[src/tone_anc_regs.svh]
// register offsets, reset values and field positions of the tone and ancillary register bank
`ifndef TONE_ANC_REGS_SVH
`define TONE_ANC_REGS_SVH
`define FIRMWARE_VERSION_OFS      8'h71
`define DECODE_RUN_CONTROL_OFS    8'h72
`define TREBLE_CORNER_LOW_OFS     8'h77
`define TREBLE_CORNER_HIGH_OFS    8'h78
`define BASS_CORNER_LOW_OFS       8'h79
`define BASS_CORNER_HIGH_OFS      8'h7a
`define TREBLE_GAIN_OFS           8'h7b
`define BASS_GAIN_OFS             8'h7c
`define TONE_HEADROOM_OFS         8'h7d
`define ANC_BUFFER_FIRST_OFS      8'h7e
`define ANC_BUFFER_LAST_OFS       8'hb5
`define ANC_READY_STATUS_OFS      8'hb6
`define ANC_BUFFER_BYTES          56
`define REG_RESET_VALUE           8'h00
`define RUN_BIT                   0
`define ANC_READY_BIT             0
`endif
[src/tone_anc_pkg.sv]
// types shared by the tone and ancillary register bank
package tone_anc_pkg;
  // run state of the decoder core
  typedef enum logic [1:0] {
    DECODE_IDLE    = 2'b01,
    DECODE_RUNNING = 2'b10
  } decode_state_t;
  typedef logic [7:0] reg_byte_t;
endpackage

[src/decoder_tone_ancillary_regs.sv]
// host-visible tone control, run and ancillary data registers of the audio decoder
`include "tone_anc_regs.svh"

module decoder_tone_ancillary_regs #(
  parameter logic [7:0] FIRMWARE_CODE = 8'h5a, // arbitrary value
  parameter int         ANC_BYTES     = `ANC_BUFFER_BYTES
) (
  input  wire logic                  clk_in,
  input  wire logic                  nrst_in,
  input  wire logic                  soft_reset_in,
  input  wire logic                  boot_done_in,
  // host register port
  input  wire logic                  reg_write_in,
  input  wire logic                  reg_read_in,
  input  wire logic [7:0]            reg_addr_in,
  input  wire logic [7:0]            reg_wdata_in,
  output logic      [7:0]            reg_rdata_out,
  // ancillary data loader from the decoder core
  input  wire logic                  anc_load_in,
  input  wire logic [5:0]            anc_load_index_in,
  input  wire logic [7:0]            anc_load_data_in,
  input  wire logic                  anc_block_done_in,
  input  wire logic [15:0]           anc_bit_count_in,
  // settings handed to the decoder core
  output logic                       decode_run_out,
  output logic      [15:0]           treble_corner_value_out,
  output logic      [15:0]           bass_corner_value_out,
  output logic signed [7:0]          treble_gain_out,
  output logic signed [7:0]          bass_gain_out,
  output logic      [7:0]            tone_headroom_out,
  output logic      [7:0]            ancillary_bit_count_low_out,
  output logic      [7:0]            ancillary_bit_count_high_out
);

  // ****************************************
  // reset release
  // ****************************************
  logic rst_meta;
  logic rst_sync;

  // two-stage release of the asynchronous reset
  always_ff @(posedge clk_in or negedge nrst_in) begin
    if (!nrst_in) begin
      rst_meta <= 1'b0;
      rst_sync <= 1'b0;
    end else begin
      rst_meta <= 1'b1;
      rst_sync <= rst_meta;
    end
  end

  // ****************************************
  // register state
  // ****************************************
  tone_anc_pkg::decode_state_t state;
  tone_anc_pkg::decode_state_t next_state;
  tone_anc_pkg::reg_byte_t     treble_low;
  tone_anc_pkg::reg_byte_t     treble_high;
  tone_anc_pkg::reg_byte_t     bass_low;
  tone_anc_pkg::reg_byte_t     bass_high;
  tone_anc_pkg::reg_byte_t     next_treble_low;
  tone_anc_pkg::reg_byte_t     next_treble_high;
  tone_anc_pkg::reg_byte_t     next_bass_low;
  tone_anc_pkg::reg_byte_t     next_bass_high;
  logic [1:0]                  treble_written;
  logic [1:0]                  bass_written;
  logic [1:0]                  next_treble_written;
  logic [1:0]                  next_bass_written;
  logic [15:0]                 treble_applied;
  logic [15:0]                 bass_applied;
  logic [15:0]                 next_treble_applied;
  logic [15:0]                 next_bass_applied;
  tone_anc_pkg::reg_byte_t     treble_gain;
  tone_anc_pkg::reg_byte_t     bass_gain;
  tone_anc_pkg::reg_byte_t     headroom;
  tone_anc_pkg::reg_byte_t     next_treble_gain;
  tone_anc_pkg::reg_byte_t     next_bass_gain;
  tone_anc_pkg::reg_byte_t     next_headroom;
  logic                        anc_ready;
  logic                        next_anc_ready;
  logic [15:0]                 anc_count;
  logic [15:0]                 next_anc_count;
  tone_anc_pkg::reg_byte_t     anc_mem [ANC_BYTES];
  logic [7:0]                  rdata;
  logic [7:0]                  next_rdata;
  logic                        clear_all;

  // both reset sources zero the bank, soft reset all of it but the read data register rdata
  assign clear_all = soft_reset_in;

  // next values of control registers and run state
  always_comb begin
    next_state          = state;
    next_treble_low     = treble_low;
    next_treble_high    = treble_high;
    next_bass_low       = bass_low;
    next_bass_high      = bass_high;
    next_treble_written = treble_written;
    next_bass_written   = bass_written;
    next_treble_applied = treble_applied;
    next_bass_applied   = bass_applied;
    next_treble_gain    = treble_gain;
    next_bass_gain      = bass_gain;
    next_headroom       = headroom;
    next_anc_ready      = anc_ready;
    next_anc_count      = anc_count;
    if (reg_write_in) begin
      if (reg_addr_in == `DECODE_RUN_CONTROL_OFS) begin
        // bit 0 leaves idle and starts decoding
        next_state = reg_wdata_in[`RUN_BIT] ? tone_anc_pkg::DECODE_RUNNING
                                            : tone_anc_pkg::DECODE_IDLE;
      end else if (reg_addr_in == `TREBLE_CORNER_LOW_OFS) begin
        next_treble_low      = reg_wdata_in;
        next_treble_written[0] = 1'b1;
      end else if (reg_addr_in == `TREBLE_CORNER_HIGH_OFS) begin
        next_treble_high     = reg_wdata_in;
        next_treble_written[1] = 1'b1;
      end else if (reg_addr_in == `BASS_CORNER_LOW_OFS) begin
        next_bass_low        = reg_wdata_in;
        next_bass_written[0] = 1'b1;
      end else if (reg_addr_in == `BASS_CORNER_HIGH_OFS) begin
        next_bass_high       = reg_wdata_in;
        next_bass_written[1] = 1'b1;
      end else if (reg_addr_in == `TREBLE_GAIN_OFS) begin
        next_treble_gain = reg_wdata_in;
      end else if (reg_addr_in == `BASS_GAIN_OFS) begin
        next_bass_gain = reg_wdata_in;
      end else if (reg_addr_in == `TONE_HEADROOM_OFS) begin
        next_headroom = reg_wdata_in;
      end else if (reg_addr_in == `ANC_READY_STATUS_OFS) begin
        // writing zero clears the flag, writing one is ignored
        if (!reg_wdata_in[`ANC_READY_BIT]) begin
          next_anc_ready = 1'b0;
        end
      end
    end
    // corners move to the filter only once both bytes are in
    if (next_treble_written == 2'b11) begin
      next_treble_applied = {next_treble_high, next_treble_low};
      next_treble_written = 2'b00;
    end
    if (next_bass_written == 2'b11) begin
      next_bass_applied = {next_bass_high, next_bass_low};
      next_bass_written = 2'b00;
    end
    // block completion sets the flag, winning over a clear
    if (anc_block_done_in) begin
      next_anc_ready = 1'b1;
      next_anc_count = anc_bit_count_in;
    end
  end

  // register the control state
  always_ff @(posedge clk_in or negedge rst_sync) begin
    if (!rst_sync) begin
      state          <= tone_anc_pkg::DECODE_IDLE;
      treble_low     <= `REG_RESET_VALUE;
      treble_high    <= `REG_RESET_VALUE;
      bass_low       <= `REG_RESET_VALUE;
      bass_high      <= `REG_RESET_VALUE;
      treble_written <= 2'b00;
      bass_written   <= 2'b00;
      treble_applied <= 16'h0000;
      bass_applied   <= 16'h0000;
      treble_gain    <= `REG_RESET_VALUE;
      bass_gain      <= `REG_RESET_VALUE;
      headroom       <= `REG_RESET_VALUE;
      anc_ready      <= 1'b0;
      anc_count      <= 16'h0000;
    end else if (clear_all) begin
      state          <= tone_anc_pkg::DECODE_IDLE;
      treble_low     <= `REG_RESET_VALUE;
      treble_high    <= `REG_RESET_VALUE;
      bass_low       <= `REG_RESET_VALUE;
      bass_high      <= `REG_RESET_VALUE;
      treble_written <= 2'b00;
      bass_written   <= 2'b00;
      treble_applied <= 16'h0000;
      bass_applied   <= 16'h0000;
      treble_gain    <= `REG_RESET_VALUE;
      bass_gain      <= `REG_RESET_VALUE;
      headroom       <= `REG_RESET_VALUE;
      anc_ready      <= 1'b0;
      anc_count      <= 16'h0000;
    end else begin
      state          <= next_state;
      treble_low     <= next_treble_low;
      treble_high    <= next_treble_high;
      bass_low       <= next_bass_low;
      bass_high      <= next_bass_high;
      treble_written <= next_treble_written;
      bass_written   <= next_bass_written;
      treble_applied <= next_treble_applied;
      bass_applied   <= next_bass_applied;
      treble_gain    <= next_treble_gain;
      bass_gain      <= next_bass_gain;
      headroom       <= next_headroom;
      anc_ready      <= next_anc_ready;
      anc_count      <= next_anc_count;
    end
  end

  // ****************************************
  // ancillary byte buffer
  // ****************************************

  // core loads bytes; both resets zero the whole buffer
  always_ff @(posedge clk_in or negedge rst_sync) begin
    if (!rst_sync) begin
      for (int i = 0; i < ANC_BYTES; i++) begin
        anc_mem[i] <= `REG_RESET_VALUE;
      end
    end else if (clear_all) begin
      for (int i = 0; i < ANC_BYTES; i++) begin
        anc_mem[i] <= `REG_RESET_VALUE;
      end
    end else if (anc_load_in && (int'(anc_load_index_in) < ANC_BYTES)) begin
      anc_mem[anc_load_index_in] <= anc_load_data_in;
    end
  end

  // ****************************************
  // read path
  // ****************************************

  // read data decode, unmapped offsets read zero
  always_comb begin
    next_rdata = rdata;
    if (reg_read_in) begin
      if (reg_addr_in == `FIRMWARE_VERSION_OFS) begin
        next_rdata = boot_done_in ? FIRMWARE_CODE : 8'h00;
      end else if (reg_addr_in == `DECODE_RUN_CONTROL_OFS) begin
        next_rdata = {7'h00, state == tone_anc_pkg::DECODE_RUNNING};
      end else if (reg_addr_in == `TREBLE_CORNER_LOW_OFS) begin
        next_rdata = treble_low;
      end else if (reg_addr_in == `TREBLE_CORNER_HIGH_OFS) begin
        next_rdata = treble_high;
      end else if (reg_addr_in == `BASS_CORNER_LOW_OFS) begin
        next_rdata = bass_low;
      end else if (reg_addr_in == `BASS_CORNER_HIGH_OFS) begin
        next_rdata = bass_high;
      end else if (reg_addr_in == `TREBLE_GAIN_OFS) begin
        next_rdata = treble_gain;
      end else if (reg_addr_in == `BASS_GAIN_OFS) begin
        next_rdata = bass_gain;
      end else if (reg_addr_in == `TONE_HEADROOM_OFS) begin
        next_rdata = headroom;
      end else if ((reg_addr_in >= `ANC_BUFFER_FIRST_OFS) &&
                   (reg_addr_in <= `ANC_BUFFER_LAST_OFS)) begin
        next_rdata = anc_mem[6'(reg_addr_in - `ANC_BUFFER_FIRST_OFS)];
      end else if (reg_addr_in == `ANC_READY_STATUS_OFS) begin
        next_rdata = {7'h00, anc_ready};
      end else begin
        next_rdata = 8'h00;
      end
    end
  end

  // read data register
  always_ff @(posedge clk_in or negedge rst_sync) begin
    if (!rst_sync) begin
      rdata <= 8'h00;
    end else begin
      rdata <= next_rdata;
    end
  end

  // outputs toward host and decoder core
  assign reg_rdata_out                = rdata;
  assign decode_run_out               = (state == tone_anc_pkg::DECODE_RUNNING);
  assign treble_corner_value_out      = treble_applied;
  assign bass_corner_value_out        = bass_applied;
  assign treble_gain_out              = treble_gain;
  assign bass_gain_out                = bass_gain;
  assign tone_headroom_out            = headroom;
  assign ancillary_bit_count_low_out  = anc_count[7:0];
  assign ancillary_bit_count_high_out = anc_count[15:8];

endmodule

[config.mk]
export PLATFORM = sky130hd
export DESIGN_NAME = decoder_tone_ancillary_regs
export DESIGN_NICKNAME = d
export VERILOG_FILES = /design/src/tone_anc_pkg.sv /design/src/decoder_tone_ancillary_regs.sv
export VERILOG_INCLUDE_DIRS = /design/src
export SDC_FILE = /design/constraint.sdc
export NUM_CORES = 1
export LEC_CHECK = 0
export BUFFER_PORTS_ARGS = -buffer_cell sky130_fd_sc_hd__buf_2
export CAP_MARGIN = 15
export CORE_MARGIN = 4
export CORE_UTILIZATION = 45
export CTS_BUF_LIST = sky130_fd_sc_hd__clkbuf_8 sky130_fd_sc_hd__clkbuf_16
export DETAILED_ROUTE_END_ITERATION = 8
export GPL_ROUTABILITY_DRIVEN = 0
export PLACE_DENSITY = 0.63
export SLEW_MARGIN = 20
export SYNTH_ARGS = -nofsm -noshare
export SYNTH_HDL_FRONTEND = slang
export SYNTH_SLANG_ARGS = --single-unit
[constraint.sdc]
create_clock -name clk_in -period 30.9 [get_ports clk_in]
set_input_delay 6.18 -clock clk_in [delete_from_list [all_inputs] [get_ports clk_in]]
set_output_delay 6.18 -clock clk_in [all_outputs]
set_load 0.1 [all_outputs]
* Word-level counts from Yosys, hierarchy flattened
Index checks and enable logic that the tools add are counted.
** Word-level totals
- Word-level logic and storage cells :: 238
- Input port bits :: 54
- Output and inout bits :: 81
- Register bits after elaboration :: 569
** Operators by class
- Add/subtract/negate cells :: 1
- Mux-type cells :: 108
- Equality and inequality tests :: 29
- Reductions and logical operators :: 19
- $lt $le $gt $ge :: 6
- Bitwise operators :: 2
** Operators with widths (count)
- 448-bit two-way mux :: 2
- 8-bit two-way mux :: 62
- 448-bit bitwise mux :: 1
- 16-bit two-way mux :: 6
- 8-bit by 7-bit equality test with 1-bit output, second input constant :: 9
- 8-bit binary-select mux with 6-bit select :: 1
- 8-bit demux with 6-bit select :: 1
- 2-bit two-way mux :: 14
- 3-bit inequality test, second input constant :: 8
- 1-bit two-way mux :: 20
- 2-bit nonzero test :: 9
- 7-bit >= comparator, second input constant :: 2
- 2-bit inequality test, second input constant :: 7
- 6-bit NOT with 7-bit output :: 2
- 11-bit AND reduction :: 1
- 9-bit AND reduction :: 1
- 8-bit equality test, second input constant :: 1
- 8-bit by 7-bit >= comparator with 1-bit output, second input constant :: 1
- 8-bit less-or-equal comparator, second input constant :: 1
- 8-bit AND reduction :: 1
- 7-bit by 1-bit less-than comparator with 1-bit output, second input constant :: 1
- 7-bit two-way mux :: 1
- 7-bit AND reduction :: 1
- 2-bit equality test, second input constant :: 3
- 6 further kinds :: 9

* Longest topological paths before layout
- Word-level depth :: 15
- Depth in mapped cells :: 12
- Mapped depth without buffers :: 8

* Worst setup path before layout
No wires, ideal clock.
- Path kind :: input to register
- Start point :: input reg_addr_in[1]
- End point :: register rdata[5], in the netlist reg_rdata_out[5]
- Stages on the path :: 9
- Library setup time :: 121 ps
- Path slack :: 22804 ps
- Arrival :: 7975 ps
- Data required time :: 30779 ps
- Path buffers :: 4
- Cell sequence :: ha_1 -> buf_2 -> buf_2 -> buf_2 -> buf_2 -> mux4_2 -> a211oi_1 -> nor3_1 -> o22a_1
** Between the ends
- Word-level cells in the longest chain between the ends :: 15
- Elaborated cells on any way between the ends :: 27
- Those cells by class :: add/sub: 1; order compare: 2; eq/ne: 9; mux: 13; bitwise: 1; reduce/logical: 1
** Ends and longest elaborated chain
- from (decl) :: line decoder_tone_ancillary_regs.sv:15 : input wire logic [7:0] reg_addr_in,
- 6-bit subtractor (no line)
- 6-bit NOT with 7-bit output :: line decoder_tone_ancillary_regs.sv:250 : next_rdata = anc_mem[6'(reg_addr_in - `ANC_BUFFER_FIRST_OFS)];
- 8-bit binary-select mux with 6-bit select :: line decoder_tone_ancillary_regs.sv:250
- 8-bit two-way mux (2 in a row) :: line decoder_tone_ancillary_regs.sv:250
- 8-bit two-way mux :: line decoder_tone_ancillary_regs.sv:248 : end else if ((reg_addr_in >= `ANC_BUFFER_FIRST_OFS) &&
- 8-bit two-way mux :: line decoder_tone_ancillary_regs.sv:246 : end else if (reg_addr_in == `TONE_HEADROOM_OFS) begin
- 8-bit two-way mux :: line decoder_tone_ancillary_regs.sv:244 : end else if (reg_addr_in == `BASS_GAIN_OFS) begin
- 8-bit two-way mux :: line decoder_tone_ancillary_regs.sv:242 : end else if (reg_addr_in == `TREBLE_GAIN_OFS) begin
- 8-bit two-way mux :: line decoder_tone_ancillary_regs.sv:240 : end else if (reg_addr_in == `BASS_CORNER_HIGH_OFS) begin
- 8-bit two-way mux :: line decoder_tone_ancillary_regs.sv:238 : end else if (reg_addr_in == `BASS_CORNER_LOW_OFS) begin
- 8-bit two-way mux :: line decoder_tone_ancillary_regs.sv:236 : end else if (reg_addr_in == `TREBLE_CORNER_HIGH_OFS) begin
- 8-bit two-way mux :: line decoder_tone_ancillary_regs.sv:234 : end else if (reg_addr_in == `TREBLE_CORNER_LOW_OFS) begin
- 8-bit two-way mux :: line decoder_tone_ancillary_regs.sv:232 : end else if (reg_addr_in == `DECODE_RUN_CONTROL_OFS) begin
- 8-bit two-way mux * :: line decoder_tone_ancillary_regs.sv:230 : if (reg_addr_in == `FIRMWARE_VERSION_OFS) begin
- to (signal assigned) :: line decoder_tone_ancillary_regs.sv:264 : rdata <= next_rdata;
- to (decl) :: line decoder_tone_ancillary_regs.sv:84 : logic [7:0] rdata;
Every way passes the cells marked *; elsewhere a longest branch is shown, timed or not. The select of a mux whose other input is x is not followed.
A chain may end at the register's enable or synchronous reset.

* Worst setup path in the final report
- Start point :: input reg_addr_in[1]
- End point :: register rdata[6], in the netlist reg_rdata_out[6]
Same word-level chain as after synthesis.

==> out/metrics.yaml <==
die_h_um: 259
drt_iter0_drc: 2450
hold_class: "flip-flop to async pin"
place_ws_ns: 20.85
synthArstFlopShare_pct: 100
fmaxAchievable_mhz: 105
cts.sinks: 569
cellPowerDensity_nw_per_um2: 53.2
antenna_left: 0
tns_ns: 0
timing.final.ws_setup_ns: 21.34
rsz0062_at_grt: "false"
required_ns: 31.47
crit_type: "input pin to flip-flop"
synthXorXnorAreaFrac_pct: 0.213
cts_setup_buffers: 0
status: "finished, final reports clean"
vdd_drop_max_v: 0.0000448
setup.worst_path.start: "reg_addr_in[1]"
yosysWarnings: 0
wl_per_cell_um: 23.1
syn_inst: 2871
drive_gt1_share_pct: 14.0
cp.arrival_ns: 10.13
endpoint: "reg_rdata_out[6]$_DFFE_PN0P_"
reg2reg_to: "anc_mem[371]$_DFFE_PN0P_"
core_um2: 61900
die_w_um: 259
period_minus_slack_ns: 9.56
critical_path.cell_chain: "buf_6, buf_4, buf_4, nor2b_1, a22oi_1, o21ai_0, o22ai_1, a2111oi_0, o211ai_1, o21ai_1"
ys_seq_area_share_pct: 50.4
slowest_delay_ns: 0.77
cts-buffers-inserted: 59
reg2regPathDepth: 4
tightest_slew_ns: 1.10
critPathMaxFanout: 51
hold_ws_ns: 0.335
vias: 22600
antenna_found_initial: 1
cp-start-kind: "input pin"
use_met2_pct: 39.8
nets: 2914
hold_buffers: 0
grt_first_pass_wirelength_um: 136000
initial_core_util_pct: 45.6
io-pin-count: 135
dieArea_um2: 66900
final-instance-count-excl-fill: 3747
dp_hpwl_um: 54400
area_growth_pct: 10.9
cts-root-buf: "clkbuf_16"
end_kind: "flip-flop"
cts_tree: "done"
place_inst: 3635
met1_usage_pct: 36.7
dr.pass1.iters: 6
ys.flop_type: "dfrtp_1"
cts_buffer_depth: 3
final_common_cell: "dfrtp_1"
grt_busiest_layer: "met2"
drc_errors: 0
num_rows: 91
synth_edf_count: 0
portBuffers: 134
grt_max_degree: 166
synth_compound_gate_area_share_pct: 14.0
syn_nets: 2926
clk_pin_slew_worst_paths_ns: 0.07
synth-adder-area-share_pct: 0.0443
seqCellArea_um2: 14200
cts_resized: 0
avgSynthCellArea_um2: 9.84
synth_mux_area_share_pct: 17.6
crit_path_frequent_cell: "buf_4"
ctsHtreeMaxLevel: 2
clkLatencyLatePin_ns: 0.64
syn-cell-area_um2: 28300
synth_simple_gate_area_share_pct: 13.6
grtUsageMet3_pct: 4.19
fill_cells: 5736
multi_input_area_um2: 12900
synth_top_family_by_area: "multiplexers"
yosysUniqueCellTypes: 72
grt_use_total_pct: 25.5
r2r_slack_ns: 26.72
slew_viol_final: 0
wirelength_um: 86700
hold_viol: 0
drv_cap: 0
finalPower_mw: 1.67
slowest_stage: "a2111oi_0"
synth_seq_cells: 569
clock_skew_ns: 0.0169
layout_common_cells: "dfrtp_1 (567), nand2_1 (407), o21ai_0 (335)"
vias_per_cell: 6.02
finalSetupViolCount: 0
p_leak_nw: 13.4
grt_overflow: 0
grt_pass1_vias: 22200
relSlewSlack_pct: 26.1
crit-reg2reg-launch: "rst_sync$_DFF_PN0_"
finalCritPeriodShare_pct: 30.9
[routing by layer]
| layer | wire length (um) | part of all wire, % |
|---|---|---|
| met1 | 36300 | 42 |
| met2 | 40700 | 47 |
| met3 | 7000 | 8.1 |
| met4 | 2770 | 3.2 |
| met5 | 0 | 0 |
[cell usage after synthesis (3+ instances only)]
cell | instances | area [um^2]
a2111oi_0 | 5 | 43.8
a211oi_1 | 5 | 37.5
a21oi_1 | 297 | 1490
a221oi_1 | 6 | 52.6
a22o_1 | 3 | 26.3
a22oi_1 | 14 | 105
a311oi_1 | 3 | 26.3
a31oi_1 | 15 | 93.8
a32oi_1 | 10 | 87.6
and2_1 | 5 | 31.3
and3_1 | 5 | 31.3
buf_1 | 9 | 33.8
buf_2 | 32 | 160
buf_4 | 17 | 128
buf_6 | 7 | 78.8
clkbuf_1 | 182 | 683
dfrtp_1 | 568 | 14200
inv_1 | 9 | 33.8
mux2_2 | 21 | 236
mux2i_1 | 292 | 2920
mux4_1 | 10 | 263
mux4_2 | 68 | 1530
nand2_1 | 408 | 1530
nand2b_1 | 53 | 332
nand3_1 | 31 | 155
nand3b_1 | 8 | 60.1
nand4_1 | 10 | 62.6
nor2_1 | 320 | 1200
nor2_2 | 18 | 113
nor2b_1 | 7 | 43.8
nor3_1 | 10 | 50.1
nor4_1 | 9 | 56.3
o211ai_1 | 5 | 37.5
o21ai_0 | 335 | 1680
o21ai_1 | 7 | 35.0
o22ai_1 | 15 | 93.8
or2_2 | 6 | 37.5
or4_1 | 3 | 22.5
xnor2_1 | 3 | 26.3
[cells by family (layout without fill, tap and decap cells)]
group,count (synthesis),after routing
AND/OR/NAND/NOR,906,906
AO/OA/AOI/OAI,737,737
flip-flops,569,569
multiplexers,392,392
buffers and inverters,259,297
XOR/XNOR,6,6
adder cells (fa/ha/maj),1,1
other,1,2
[report_power, final]
group | switching (mW) | internal (mW)
logic | 0.129 | 0.0337
registers | 0.00778 | 0.752
clock network | 0.308 | 0.437
total | 0.445 | 1.22
[worst max-delay path: cells and delay by family]
kind / cells / cell delay (ns)
buffers and inverters: 3 / 1.74
AOI/OAI and AO/OA: 6 / 1.53
and+or+nand+nor: 1 / 0.55
[stage by stage]
step / utilization [%] / instance area [um^2]
final: 50.6 / 31300
after global routing: 50.6 / 31300
after CTS: 50.5 / 31300
after detailed placement: 47.2 / 29200
after global placement: 47.2 / 29200
after floorplan: - / 28300
[worst min path at each step]
stage / end / startpoint / slack, ns / cells after the start
after floorplan: rst_sync$_DFF_PN0_ / rst_meta$_DFF_PN0_ / 0.33 / 0
after global placement: rst_sync$_DFF_PN0_ / rst_meta$_DFF_PN0_ / 0.33 / 0
after detailed placement: rst_sync$_DFF_PN0_ / rst_meta$_DFF_PN0_ / 0.34 / 0
after CTS: rst_sync$_DFF_PN0_ / rst_meta$_DFF_PN0_ / 0.35 / 0
after global routing: rst_sync$_DFF_PN0_ / rst_meta$_DFF_PN0_ / 0.35 / 0
final: anc_count[15]$_DFFE_PN0P_ / rst_sync$_DFF_PN0_ / 0.34 / 0
[flip-flops by register name, summed over array words and instances, names as in the netlist, 2 cells and up]
signal	cells
anc_mem	448
bass_low	8
treble_low	8
anc_count	16
treble_gain_out	8
tone_headroom_out	8
bass_written	2
bass_gain_out	8
bass_corner_value_out	16
treble_written	2
reg_rdata_out	8
bass_high	8
treble_corner_value_out	16
state	2
treble_high	8
[area by class of cell]
class / count / area share [%]
Inverter: 9 / 0.108
Sequential cell: 569 / 45.5
Clock buffer: 77 / 5.58
Timing Repair Buffer: 177 / 3.34
Tap cell: 837 / 3.34
Clock inverter: 34 / 0.939
Antenna cell: 1 / 0.00799
Multi-Input combinational cell: 2043 / 41.2
Note: power is estimated with default switching activity, not from simulation.
